$ cat config.mk
export PLATFORM = sky130hd
export DESIGN_NAME = pci_top
export DESIGN_NICKNAME = d
export VERILOG_FILES = /design/src/include/pci_pkg.sv /design/src/verilog/pci_top.sv /design/src/verilog/pci_sync.sv
export SDC_FILE = /design/constraint.sdc
export NUM_CORES = 1
export LEC_CHECK = 0
export ABC_AREA = 1
export BUFFER_PORTS_ARGS = -buffer_cell sky130_fd_sc_hd__buf_2
export CORE_MARGIN = 5
export CORE_UTILIZATION = 40
export DETAILED_ROUTE_END_ITERATION = 7
export MAX_ROUTING_LAYER = met4
export SLEW_MARGIN = 20
export SYNTH_ARGS = -nofsm -noshare
export SYNTH_HDL_FRONTEND = slang
export SYNTH_HIERARCHICAL = 1
export SYNTH_SLANG_ARGS = --single-unit
export TNS_END_PERCENT = 50
$ cat constraint.sdc
create_clock -name pclk -period 3 [get_ports pclk]
set_clock_uncertainty 0.1 [all_clocks]
set_input_delay 0.3 -clock pclk [delete_from_list [all_inputs] [get_ports pclk]]
set_output_delay 0.3 -clock pclk [all_outputs]
set_load 0.02 [all_outputs]
$ cat src/include/pci_pkg.sv
// package: register map, pin layout and reset values of the pin change detector
package pci_pkg;

    // ****************************************
    // pin layout
    // ****************************************
    localparam int PORT_WIDTH   = 8;
    localparam int NUM_PORTS    = 4;
    localparam int NUM_PINS     = 25;
    localparam int E_PIN_BIT    = 3;
    localparam int SYNC_STAGES  = 2;

    // ****************************************
    // register offsets (byte addresses)
    // ****************************************
    localparam logic [11:0] CTRL_OFFSET       = 12'h000;
    localparam logic [11:0] SUMMARY_OFFSET    = 12'h004;
    localparam logic [11:0] IRQ_STATUS_OFFSET = 12'h008;
    localparam logic [11:0] IRQ_MASK_OFFSET   = 12'h00C;
    localparam logic [11:0] RISE_BASE_OFFSET  = 12'h010;
    localparam logic [11:0] FALL_BASE_OFFSET  = 12'h020;
    localparam logic [11:0] FLAG_BASE_OFFSET  = 12'h030;
    localparam logic [11:0] PORT_STRIDE       = 12'h004;

    // ****************************************
    // field positions
    // ****************************************
    localparam int CTRL_MASTER_EN_BIT = 0;
    localparam int SUMMARY_FLAG_BIT   = 0;

    // ****************************************
    // reset values
    // ****************************************
    localparam logic [NUM_PINS-1:0]  PIN_VEC_RESET  = 25'h000_0000;
    localparam logic [NUM_PORTS-1:0] IRQ_VEC_RESET  = 4'h0;
    localparam logic                 BIT_RESET      = 1'b0;
    localparam logic [31:0]          DATA_RESET     = 32'h0000_0000;

endpackage

$ cat src/verilog/pci_top.sv
// module: pin change detector with apb register file, interrupt and wake request
//
// Register access over APB and the register offsets were decided locally.
`timescale 1ns/1ps
// ****************************************
// How it works
// - every pin of the first three ports and pin 3 of the fifth port have change detection, no other pin.
// - each capable pin is enabled on its own, in any combination, as an interrupt source.
// - a one in a pin's rise enable bit arms its rising edge detector.
// - a one in a pin's fall enable bit arms its falling edge detector.
// - with both enable bits set, edges of either polarity are detected.
// - an armed edge sets the pin's sticky change flag, which holds until software clears it.
// - edges are detected and flags set even while the master enable is clear; only the request and the wake request are held off.
// - the summary flag is the or of all per-pin change flags and is read only.
// - the change interrupt request is high only when summary flag and master enable are both set.
// - writing zero to a flag bit clears that flag.
// - an armed edge in the same cycle as a clearing write leaves the flag set.
// - a detected armed edge wakes the core from sleep when the master enable is set.
// - during sleep the flags are updated before the wake request reaches the core.
// ****************************************
module pci_top #(
    parameter int SYNC_STAGES = pci_pkg::SYNC_STAGES
) (
    input  wire logic                  pclk,
    input  wire logic                  presetn,
    input  wire logic                  psel,
    input  wire logic                  penable,
    input  wire logic                  pwrite,
    input  wire logic [11:0]           paddr,
    input  wire logic [31:0]           pwdata,
    output logic      [31:0]           prdata,
    output logic                       pready,
    output logic                       pslverr,
    input  wire logic [7:0]            first_port,
    input  wire logic [7:0]            second_port,
    input  wire logic [7:0]            third_port,
    input  wire logic                  fifth_port_pin3,
    input  wire logic                  sleep_mode,
    output logic                       peripheral_irq_request_0,
    output logic                       change_summary_flag,
    output logic                       wake_request,
    output logic                       block_irq
);

    // ****************************************
    // elaboration check
    // ****************************************
    if (SYNC_STAGES < 2) begin : g_bad_param
        $error("pci_top needs at least two synchroniser stages");
    end

    // ****************************************
    // declarations
    // ****************************************
    localparam int NP = pci_pkg::NUM_PINS;
    localparam int NQ = pci_pkg::NUM_PORTS;

    logic [NP-1:0] pin_raw;
    logic [NP-1:0] pin_now;
    logic [NP-1:0] pin_prev;
    logic [NP-1:0] rise_seen;
    logic [NP-1:0] fall_seen;
    logic [NP-1:0] armed_edge;
    logic [NP-1:0] rise_detect_enable_q;
    logic [NP-1:0] rise_detect_enable_d;
    logic [NP-1:0] fall_detect_enable_q;
    logic [NP-1:0] fall_detect_enable_d;
    logic [NP-1:0] pin_change_flags_q;
    logic [NP-1:0] pin_change_flags_d;
    logic          change_irq_master_enable_q;
    logic          change_irq_master_enable_d;
    logic [NQ-1:0] irq_status_q;
    logic [NQ-1:0] irq_status_d;
    logic [NQ-1:0] irq_mask_q;
    logic [NQ-1:0] irq_mask_d;
    logic [NQ-1:0] port_event;
    logic [31:0]   prdata_d;
    logic          pready_d;
    logic          pslverr_d;
    logic          summary_d;

    // ****************************************
    // pin capture and edge detection
    // ****************************************
    // only the capable pins are wired in; nothing else can reach a flag
    assign pin_raw = {fifth_port_pin3, third_port, second_port, first_port};

    pci_sync #(
        .WIDTH  (NP),
        .STAGES (SYNC_STAGES)
    ) u_sync (
        .pclk       (pclk),
        .presetn    (presetn),
        .pin_raw    (pin_raw),
        .pin_now_q  (pin_now),
        .pin_prev_q (pin_prev)
    );

    assign rise_seen  = pin_now & ~pin_prev & rise_detect_enable_q;
    assign fall_seen  = ~pin_now & pin_prev & fall_detect_enable_q;
    assign armed_edge = rise_seen | fall_seen;

    // ****************************************
    // apb decode
    // ****************************************
    // setup cycle loads the answer; the access phase always lasts one cycle
    wire        setup_phase = psel & ~penable;
    wire        access_done = psel & penable & pready;
    wire        wr_access   = access_done & pwrite;
    wire        rd_access   = access_done & ~pwrite;
    wire        word_ok     = (paddr[1:0] == 2'b00);

    wire        sel_ctrl    = word_ok & (paddr == pci_pkg::CTRL_OFFSET);
    wire        sel_summary = word_ok & (paddr == pci_pkg::SUMMARY_OFFSET);
    wire        sel_status  = word_ok & (paddr == pci_pkg::IRQ_STATUS_OFFSET);
    wire        sel_mask    = word_ok & (paddr == pci_pkg::IRQ_MASK_OFFSET);

    wire [11:0] rise_rel    = paddr - pci_pkg::RISE_BASE_OFFSET;
    wire [11:0] fall_rel    = paddr - pci_pkg::FALL_BASE_OFFSET;
    wire [11:0] flag_rel    = paddr - pci_pkg::FLAG_BASE_OFFSET;
    wire        sel_rise    = word_ok & (paddr >= pci_pkg::RISE_BASE_OFFSET) & (rise_rel[11:4] == 8'h00);
    wire        sel_fall    = word_ok & (paddr >= pci_pkg::FALL_BASE_OFFSET) & (fall_rel[11:4] == 8'h00);
    wire        sel_flag    = word_ok & (paddr >= pci_pkg::FLAG_BASE_OFFSET) & (flag_rel[11:4] == 8'h00);
    wire [1:0]  port_idx    = paddr[3:2];

    wire        sel_any     = sel_ctrl | sel_summary | sel_status | sel_mask | sel_rise | sel_fall | sel_flag;

    // ****************************************
    // per-port register views
    // ****************************************
    logic [7:0] rise_view [NQ];
    logic [7:0] fall_view [NQ];
    logic [7:0] flag_view [NQ];

    for (genvar p = 0; p < NQ - 1; p++) begin : g_view
        assign rise_view[p] = rise_detect_enable_q[p*8 +: 8];
        assign fall_view[p] = fall_detect_enable_q[p*8 +: 8];
        assign flag_view[p] = pin_change_flags_q[p*8 +: 8];
    end
    // fifth port holds one pin at its own bit position, rest read as zero
    assign rise_view[NQ-1] = {4'h0, rise_detect_enable_q[NP-1], 3'h0};
    assign fall_view[NQ-1] = {4'h0, fall_detect_enable_q[NP-1], 3'h0};
    assign flag_view[NQ-1] = {4'h0, pin_change_flags_q[NP-1], 3'h0};

    // ****************************************
    // read data
    // ****************************************
    wire [31:0] rd_ctrl    = {31'h0000_0000, change_irq_master_enable_q};
    wire [31:0] rd_summary = {31'h0000_0000, change_summary_flag};
    wire [31:0] rd_status  = {28'h000_0000, irq_status_q};
    wire [31:0] rd_mask    = {28'h000_0000, irq_mask_q};
    wire [31:0] rd_rise    = {24'h00_0000, rise_view[port_idx]};
    wire [31:0] rd_fall    = {24'h00_0000, fall_view[port_idx]};
    wire [31:0] rd_flag    = {24'h00_0000, flag_view[port_idx]};

    wire [31:0] rd_mux = sel_ctrl    ? rd_ctrl    :
                         sel_summary ? rd_summary :
                         sel_status  ? rd_status  :
                         sel_mask    ? rd_mask    :
                         sel_rise    ? rd_rise    :
                         sel_fall    ? rd_fall    :
                         sel_flag    ? rd_flag    :
                         pci_pkg::DATA_RESET;

    assign prdata_d  = setup_phase ? rd_mux : prdata;
    assign pready_d  = setup_phase;
    assign pslverr_d = setup_phase & ~sel_any;

    // ****************************************
    // control writes
    // ****************************************
    wire wr_ctrl = wr_access & sel_ctrl & ~pslverr;
    wire wr_mask = wr_access & sel_mask & ~pslverr;

    assign change_irq_master_enable_d = wr_ctrl ? pwdata[pci_pkg::CTRL_MASTER_EN_BIT]
                                                : change_irq_master_enable_q;
    assign irq_mask_d = wr_mask ? pwdata[NQ-1:0] : irq_mask_q;

    // ****************************************
    // per-pin enables and sticky flags
    // ****************************************
    for (genvar i = 0; i < NP; i++) begin : g_pin
        localparam int          PORT = (i < 24) ? (i / 8) : 3;
        localparam int          BITP = (i < 24) ? (i % 8) : pci_pkg::E_PIN_BIT;
        localparam logic [1:0]  PIDX = 2'(PORT);

        wire hit_port = (port_idx == PIDX);
        wire wr_rise  = wr_access & sel_rise & hit_port;
        wire wr_fall  = wr_access & sel_fall & hit_port;
        wire wr_flag  = wr_access & sel_flag & hit_port;
        wire clr_flag = wr_flag & ~pwdata[BITP];

        assign rise_detect_enable_d[i] = wr_rise ? pwdata[BITP] : rise_detect_enable_q[i];
        assign fall_detect_enable_d[i] = wr_fall ? pwdata[BITP] : fall_detect_enable_q[i];
        // set beats clear so an edge during the clearing write survives
        assign pin_change_flags_d[i] = (pin_change_flags_q[i] & ~clr_flag) | armed_edge[i];
    end

    // ****************************************
    // summary, request and wake
    // ****************************************
    // detection is independent of the master enable; only the request and the wake request are gated
    assign summary_d = |pin_change_flags_d;

    // ****************************************
    // block interrupt status
    // ****************************************
    for (genvar p = 0; p < NQ - 1; p++) begin : g_event
        assign port_event[p] = |armed_edge[p*8 +: 8];
    end
    assign port_event[NQ-1] = armed_edge[NP-1];

    // read clears only bits already reported, so a fresh event wins
    wire [NQ-1:0] status_clr = (rd_access & sel_status) ? prdata[NQ-1:0] : pci_pkg::IRQ_VEC_RESET;
    assign irq_status_d = (irq_status_q & ~status_clr) | port_event;

    // ****************************************
    // registers
    // ****************************************
    always_ff @(posedge pclk or negedge presetn) begin
        if (!presetn) begin
            rise_detect_enable_q       <= pci_pkg::PIN_VEC_RESET;
            fall_detect_enable_q       <= pci_pkg::PIN_VEC_RESET;
            pin_change_flags_q         <= pci_pkg::PIN_VEC_RESET;
            change_irq_master_enable_q <= pci_pkg::BIT_RESET;
            irq_status_q               <= pci_pkg::IRQ_VEC_RESET;
            irq_mask_q                 <= pci_pkg::IRQ_VEC_RESET;
        end else begin
            rise_detect_enable_q       <= rise_detect_enable_d;
            fall_detect_enable_q       <= fall_detect_enable_d;
            pin_change_flags_q         <= pin_change_flags_d;
            change_irq_master_enable_q <= change_irq_master_enable_d;
            irq_status_q               <= irq_status_d;
            irq_mask_q                 <= irq_mask_d;
        end
    end

    always_ff @(posedge pclk or negedge presetn) begin
        if (!presetn) begin
            prdata  <= pci_pkg::DATA_RESET;
            pready  <= pci_pkg::BIT_RESET;
            pslverr <= pci_pkg::BIT_RESET;
        end else begin
            prdata  <= prdata_d;
            pready  <= pready_d;
            pslverr <= pslverr_d;
        end
    end

    // outputs get flops of their own, which alone would leave them one cycle behind the flags,
    // but all but wake_request are fed from next-state so they line up with the flag registers
    always_ff @(posedge pclk or negedge presetn) begin
        if (!presetn) begin
            change_summary_flag      <= pci_pkg::BIT_RESET;
            peripheral_irq_request_0 <= pci_pkg::BIT_RESET;
            wake_request             <= pci_pkg::BIT_RESET;
            block_irq                <= pci_pkg::BIT_RESET;
        end else begin
            change_summary_flag      <= summary_d;
            peripheral_irq_request_0 <= summary_d & change_irq_master_enable_d;
            // wake is taken from the stored flags, so flags are visible first
            wake_request             <= sleep_mode & change_summary_flag
                                        & change_irq_master_enable_q;
            block_irq                <= |(irq_status_d & irq_mask_d);
        end
    end

endmodule

$ cat src/verilog/pci_sync.sv
// module: pin synchroniser with previous-value stage for edge compare
`timescale 1ns/1ps
module pci_sync #(
    parameter int WIDTH  = 25,
    parameter int STAGES = 2
) (
    input  wire logic             pclk,
    input  wire logic             presetn,
    input  wire logic [WIDTH-1:0] pin_raw,
    output logic      [WIDTH-1:0] pin_now_q,
    output logic      [WIDTH-1:0] pin_prev_q
);

    // ****************************************
    // elaboration check
    // ****************************************
    if (STAGES < 2 || WIDTH < 1) begin : g_bad_param
        $error("pci_sync needs at least two stages and one pin");
    end

    // ****************************************
    // synchroniser chain
    // ****************************************
    // first stage feeds only the next stage; metastability stays contained
    logic [WIDTH-1:0] chain_q [STAGES];

    always_ff @(posedge pclk or negedge presetn) begin
        if (!presetn) begin
            for (int s = 0; s < STAGES; s++) begin
                chain_q[s] <= '0;
            end
            pin_prev_q <= '0;
        end else begin
            chain_q[0] <= pin_raw;
            for (int s = 1; s < STAGES; s++) begin
                chain_q[s] <= chain_q[s-1];
            end
            pin_prev_q <= chain_q[STAGES-1];
        end
    end

    assign pin_now_q = chain_q[STAGES-1];

endmodule

### After elaboration in Yosys (flattened, before gate mapping)

Cells that the tools add are included.

* register bits after elaboration: 197
* bits of input ports: 75
* logic and storage cells: 234

* $add $sub $neg: 3
* order comparisons: 4
* equality and inequality tests: 6
* mux-type cells: 19
* bitwise operators: 169
* reductions and logical operators: 11

Operators by type and width (count)
* $mux W8: 13
* $and A25 B25 Y25: 4
* $and A1 B1 Y1: 89
* $not A25 Y25: 2
* $bmux W8 S2: 3
* $not A1 Y1: 37
* $or A1 B1 Y1: 31
* $or A25 B25 Y25: 1
* $reduce_or A25 Y1: 1
* $eq A12 B4 Y1 const B: 2
* $ge A12 B6 Y1 const B: 2
* $logic_not A8 Y1: 3
* $reduce_or A8 Y1: 3
* $sub A12 B6 Y12 const B: 2
* $eq A12 B3 Y1 const B: 1
* $ge A12 B5 Y1 const B: 1
* $logic_not A12 Y1: 1
* $sub A12 B5 Y12 const B: 1
* $and A4 B4 Y4: 2
* $mux W4: 2
* $eq A2 B2 Y1 const B: 2
* $logic_not A2 Y1: 2
* $not A4 Y4: 1
* $or A4 B4 Y4: 1
* other kinds (5): 5

### Logic depth before layout (Yosys ltp)

* depth after elaboration: 11
* depth in mapped cells: 18

### Hierarchy

Netlist, hierarchy kept.

By module, submodules not included
* pci_top: instances 1, cells an instance 709, area an instance 5403.9 um^2, sequential area each 2452.4 um^2
* pci_sync: instances 1, cells an instance 100, area an instance 2064.5 um^2, sequential area each 1876.8 um^2

### Least setup slack after synthesis

No wires, ideal clock.

* kind: input to register
* start point: in paddr[6]
* end point: reg peripheral_irq_request_0
* setup time: 0.125 ns
* arrival time: 1.687 ns
* data required time: 2.775 ns
* setup slack: 1.088 ns
* stages: 16
* buffers on the path: 1
* path through: inv_1 ha_1 inv_1 nand2_1 nand2_1 nor2_2 nand2_2 nor2_4 buf_4 nand3_1 a21oi_1 nand3_1 nor2_1 nand2_1 nor2_2 nor2_1

* cells in the longest elaborated chain, start to end: 11

RTL lines
* start, declared: RTL line pci_top.sv:29 `input wire logic [11:0] paddr,`
* $sub A12 B6 Y12 or $ge A12 B6 Y1 (tied branches): RTL line pci_top.sv:120, pci_top.sv:123
* $logic_not A8 Y1 or $and A1 B1 Y1 (tied branches): RTL line pci_top.sv:123 `wire sel_flag = word_ok & (paddr >= pci_pkg::FLAG_BASE_OFFSET) & (flag_rel[11:4] == 8'h00);`
* $and A1 B1 Y1: RTL line pci_top.sv:123
* $and A1 B1 Y1 (2 in a row): RTL line pci_top.sv:190 `wire wr_flag = wr_access & sel_flag & hit_port;`
* $and A1 B1 Y1: RTL line pci_top.sv:191 `wire clr_flag = wr_flag & ~pwdata[BITP];`
* $not A1 Y1: RTL line pci_top.sv:196 `assign pin_change_flags_d[i] = (pin_change_flags_q[i] & ~clr_flag) | armed_edge[i];`
* $and A1 B1 Y1: RTL line pci_top.sv:196
* $or A1 B1 Y1: RTL line pci_top.sv:196
* $reduce_or A25 Y1: RTL line pci_top.sv:203 `assign summary_d = |pin_change_flags_d;`
* $and A1 B1 Y1 (*): RTL line pci_top.sv:260 `peripheral_irq_request_0 <= summary_d & change_irq_master_enable_d;`
* end signal, assigned: RTL line pci_top.sv:255 `peripheral_irq_request_0 <= pci_pkg::BIT_RESET;`
* end signal, assigned: RTL line pci_top.sv:260
* end, declared: RTL line pci_top.sv:39 `output logic peripheral_irq_request_0,`

Mark *: on every way between the ends. The rest lies on a longest branch, timed or not.
A chain may end at the register's enable or synchronous reset.

### Worst setup path in the final report

* start point: reg pready
* end point: reg peripheral_irq_request_0

* cells in the longest elaborated chain, start to end: 10

RTL lines
* start, declared: RTL line pci_top.sv:32 `output logic pready,`
* start signal, assigned: RTL line pci_top.sv:241 `pready <= pci_pkg::BIT_RESET;`
* start signal, assigned: RTL line pci_top.sv:245 `pready <= pready_d;`
* $and A1 B1 Y1: RTL line pci_top.sv:108 `wire access_done = psel & penable & pready;`
* $and A1 B1 Y1: RTL line pci_top.sv:109 `wire wr_access = access_done & pwrite;`
* $and A1 B1 Y1 (2 in a row): RTL line pci_top.sv:190
* $and A1 B1 Y1: RTL line pci_top.sv:191
* $not A1 Y1: RTL line pci_top.sv:196
* $and A1 B1 Y1: RTL line pci_top.sv:196
* $or A1 B1 Y1: RTL line pci_top.sv:196
* named net pin_change_flags_d[12]: RTL line pci_top.sv:69 `logic [NP-1:0] pin_change_flags_d;`
* $reduce_or A25 Y1: RTL line pci_top.sv:203
* $and A1 B1 Y1: RTL line pci_top.sv:260

The timed path passes the listed nets, and every way through them passes these cells.

==> impl_metrics.json <==
{
  "wl_per_cell_um": 16.36,
  "syn_area_um2": 7468,
  "period_minus_slack_ns": 2.344,
  "max_clock_freq_ghz": 0.4265,
  "slew_headroom_pct": 53.48,
  "drtIter0Drc": 506,
  "numPortBuffers": 64,
  "cts_setup_buffers": 0,
  "dp_slack_ns": 0.4138,
  "grt_pass1_vias": 5357,
  "crit_fanout": 20,
  "tightest_slew_ns": 0.6970,
  "rsz0062_at_grt": "false",
  "path_cells": "nand2_1 -> nor2_1 -> nand2_1 -> nor2_4 -> nand3_1 -> nand2_1 -> nand2_1 -> nor2_1 -> nand2_1 -> nor2_1 -> nand2_1 -> nor2_2 -> nor2_1",
  "num_io_pins": 113,
  "clock-sinks": 173,
  "dpl-instance-area_um2": 7805,
  "crit_type": "reg2reg",
  "hpwl_um": 13230,
  "cts_root_buf": "clkbuf_16",
  "synthCells": 809,
  "antenna_found_initial": 0,
  "end_kind": "flip-flop",
  "ys_warn_count": 6,
  "cap_violations": 0,
  "synthDistinctLibCells": 38,
  "area_growth_pct": 15.93,
  "required_ns": 3.22,
  "clockBufferDepth": 2,
  "hp-class": "in2reg",
  "hold_viol_final": 0,
  "clk_pin_slew_worst_paths_ns": 0.07,
  "setup-tns-final_ns": 0,
  "initial_utilization_pct": 40.33,
  "clk_latency_ns": 0.43,
  "status": "complete, no violations",
  "cp.arrival_ns": 2.56,
  "numCtsBuffers": 17,
  "die_area_um2": 21500,
  "stdcell_count": 1130,
  "grt_pass1_wl_um": 29460,
  "leakage_nw": 3.994,
  "gp_congestion": 0.8876,
  "track_usage_pct": 18.06,
  "diodes": 0,
  "core_um2": 18520,
  "drc": 0,
  "p_per_area_nw_per_um2": 564.5,
  "dp_cells": 1073,
  "dieWidth_um": 146.6,
  "ant_nets": 0,
  "num_rows": 50,
  "setup_viol": 0,
  "cts_tree": "built",
  "vias": 5673,
  "post-route-util_pct": 46.76,
  "fin_hold_ws_ns": 0.04491,
  "finalCritPeriodShare_pct": 78.15,
  "syn_avg_cell_area_um2": 9.232,
  "ys_seq_elements": 173,
  "overflow": 0,
  "vias_per_cell": 5.020,
  "layout-drive-gt1-share_pct": 13.06,
  "start_kind": "flip-flop",
  "grt_max_degree": 68,
  "holdBufCountCts": 27,
  "firstDrtPassIters": 5,
  "slew_viol_final": 0,
  "die_h_um": 146.6,
  "drt_wl_total_um": 18480,
  "critPathMaxStageDelay_ns": 0.49,
  "fin_area_um2": 8658,
  "htreeDepth": 4,
  "worst_path_max_delay_cell": "nor2_4",
  "cpMostUsedCell": "nand2_1",
  "ir_drop_v": 0.0004040,
  "synth_seq_area_share_pct": 57.97,
  "layout_setup_ws_ns": 0.6556,
  "nets": 963,
  "total_power_mw": 4.887,
  "post_cts_resized": 0
}
where the power goes:
| part | switching (mW) | internal (mW) |
|---|---|---|
| sequential | 0.0237 | 2.39 |
| combinational | 0.200 | 0.0892 |
| clock | 0.899 | 1.29 |
cell usage after synthesis:
library cell | n | area, µm²
nand3_1 | 29 | 145.1
nor2_2 | 6 | 37.54
clkinv_1 | 3 | 11.26
conb_1 | 1 | 3.750
dfrtp_1 | 173 | 4329
a21oi_1 | 14 | 70.07
a221oi_1 | 4 | 35.03
a21o_1 | 1 | 7.510
o21ai_0 | 79 | 395.4
a31oi_1 | 20 | 125.1
ha_1 | 3 | 37.54
nand2_2 | 1 | 6.260
o22ai_1 | 9 | 56.30
clkbuf_1 | 10 | 37.54
nand2_1 | 185 | 694.4
o31ai_1 | 3 | 22.52
nor2_1 | 48 | 180.2
o211ai_1 | 4 | 30.03
nor3_1 | 14 | 70.07
nand4_1 | 10 | 62.56
inv_1 | 91 | 341.6
nor3_2 | 1 | 10.01
inv_2 | 4 | 15.01
nor3b_1 | 6 | 45.04
a21boi_0 | 3 | 22.52
o21ai_1 | 3 | 15.01
o2111ai_1 | 1 | 8.760
o41ai_1 | 3 | 26.28
buf_6 | 3 | 33.78
a21boi_1 | 6 | 45.04
buf_2 | 3 | 15.01
nand3_2 | 1 | 10.01
a32o_1 | 1 | 10.01
and3b_1 | 1 | 8.760
buf_4 | 50 | 375.4
nor2_4 | 3 | 33.78
a22oi_1 | 8 | 60.06
o221ai_1 | 4 | 35.03
worst paths after layout:
path	cells after the start	from	to	slack, ns
hold / removal	3	pwdata[3]	rise_detect_enable_q[24]	0.04
hold reg to reg	0	u_sync/chain_q[26]	u_sync/pin_now_q[1]	0.24
max in group asynchronous	3	presetn	prdata[6]	1.71
min in group asynchronous	2	presetn	u_sync/chain_q[27]	0.34
setup / recovery	13	pready	peripheral_irq_request_0	0.66
setup reg to reg	13	pready	peripheral_irq_request_0	0.66
metal layers:
| metal | routed length [µm] | global-route usage [%] | up-vias |
|---|---|---|---|
| met2 | 7979 | 25.28 | 238 |
| met5 | 0 | - | - |
| met4 | 550 | 6.491 | 0 |
| met3 | 1314 | 4.283 | 45 |
| li1 | - | - | 2729 |
| met1 | 8639 | 25.65 | 2661 |
cell type report:
class | instances | area (µm²)
Multi-Input combinational cell | 495 | 2396
Sequential cell | 173 | 4329
Clock buffer | 22 | 474.2
Tap cell | 234 | 292.8
Fill cell | 1805 | 9859
Clock inverter | 8 | 108.9
Inverter | 98 | 367.9
Timing Repair Buffer | 100 | 689.4
worst max-delay path: cells and delay by family (launching register included):
kind	cells	cell delay (ns)
flops	1	0.34
simple gates	13	1.80
placed cells by master, fill, tap and decap left out, types with 6 or more instances in the layout:
cell type,instances
o21ai_0,79
nand2_1,185
nor3_1,14
buf_2,63
nor2_1,48
a22oi_1,8
dlygate4sd3_1,27
dfrtp_1,173
nor2_2,6
o22ai_1,9
nor3b_1,6
a21boi_1,6
conb_1,24
a31oi_1,20
nand4_1,10
nand3_1,29
clkbuf_16,17
a21oi_1,14
inv_1,91
buf_4,7
sequential cells by signal, indices dropped and copies added (netlist names):
signal / flops
block_irq: 1
change_irq_master_enable_q: 1
change_summary_flag: 1
fall_detect_enable_q: 25
irq_mask_q: 4
irq_status_q: 4
peripheral_irq_request_0: 1
pin_change_flags_q: 25
prdata: 8
pready: 1
pslverr: 1
rise_detect_enable_q: 25
u_sync/chain_q: 25
u_sync/pin_now_q: 25
u_sync/pin_prev_q: 25
wake_request: 1
cell families after synthesis:
logic type	Yosys count	share of synthesized area [%]
simple gates	305	17.46
fa+ha+maj	3	0.5027
flops	173	57.97
buf+inv	164	11.11
compound gates	163	12.92
other cells	1	0.05021
No activity file was read; power rests on OpenSTA's default activity.
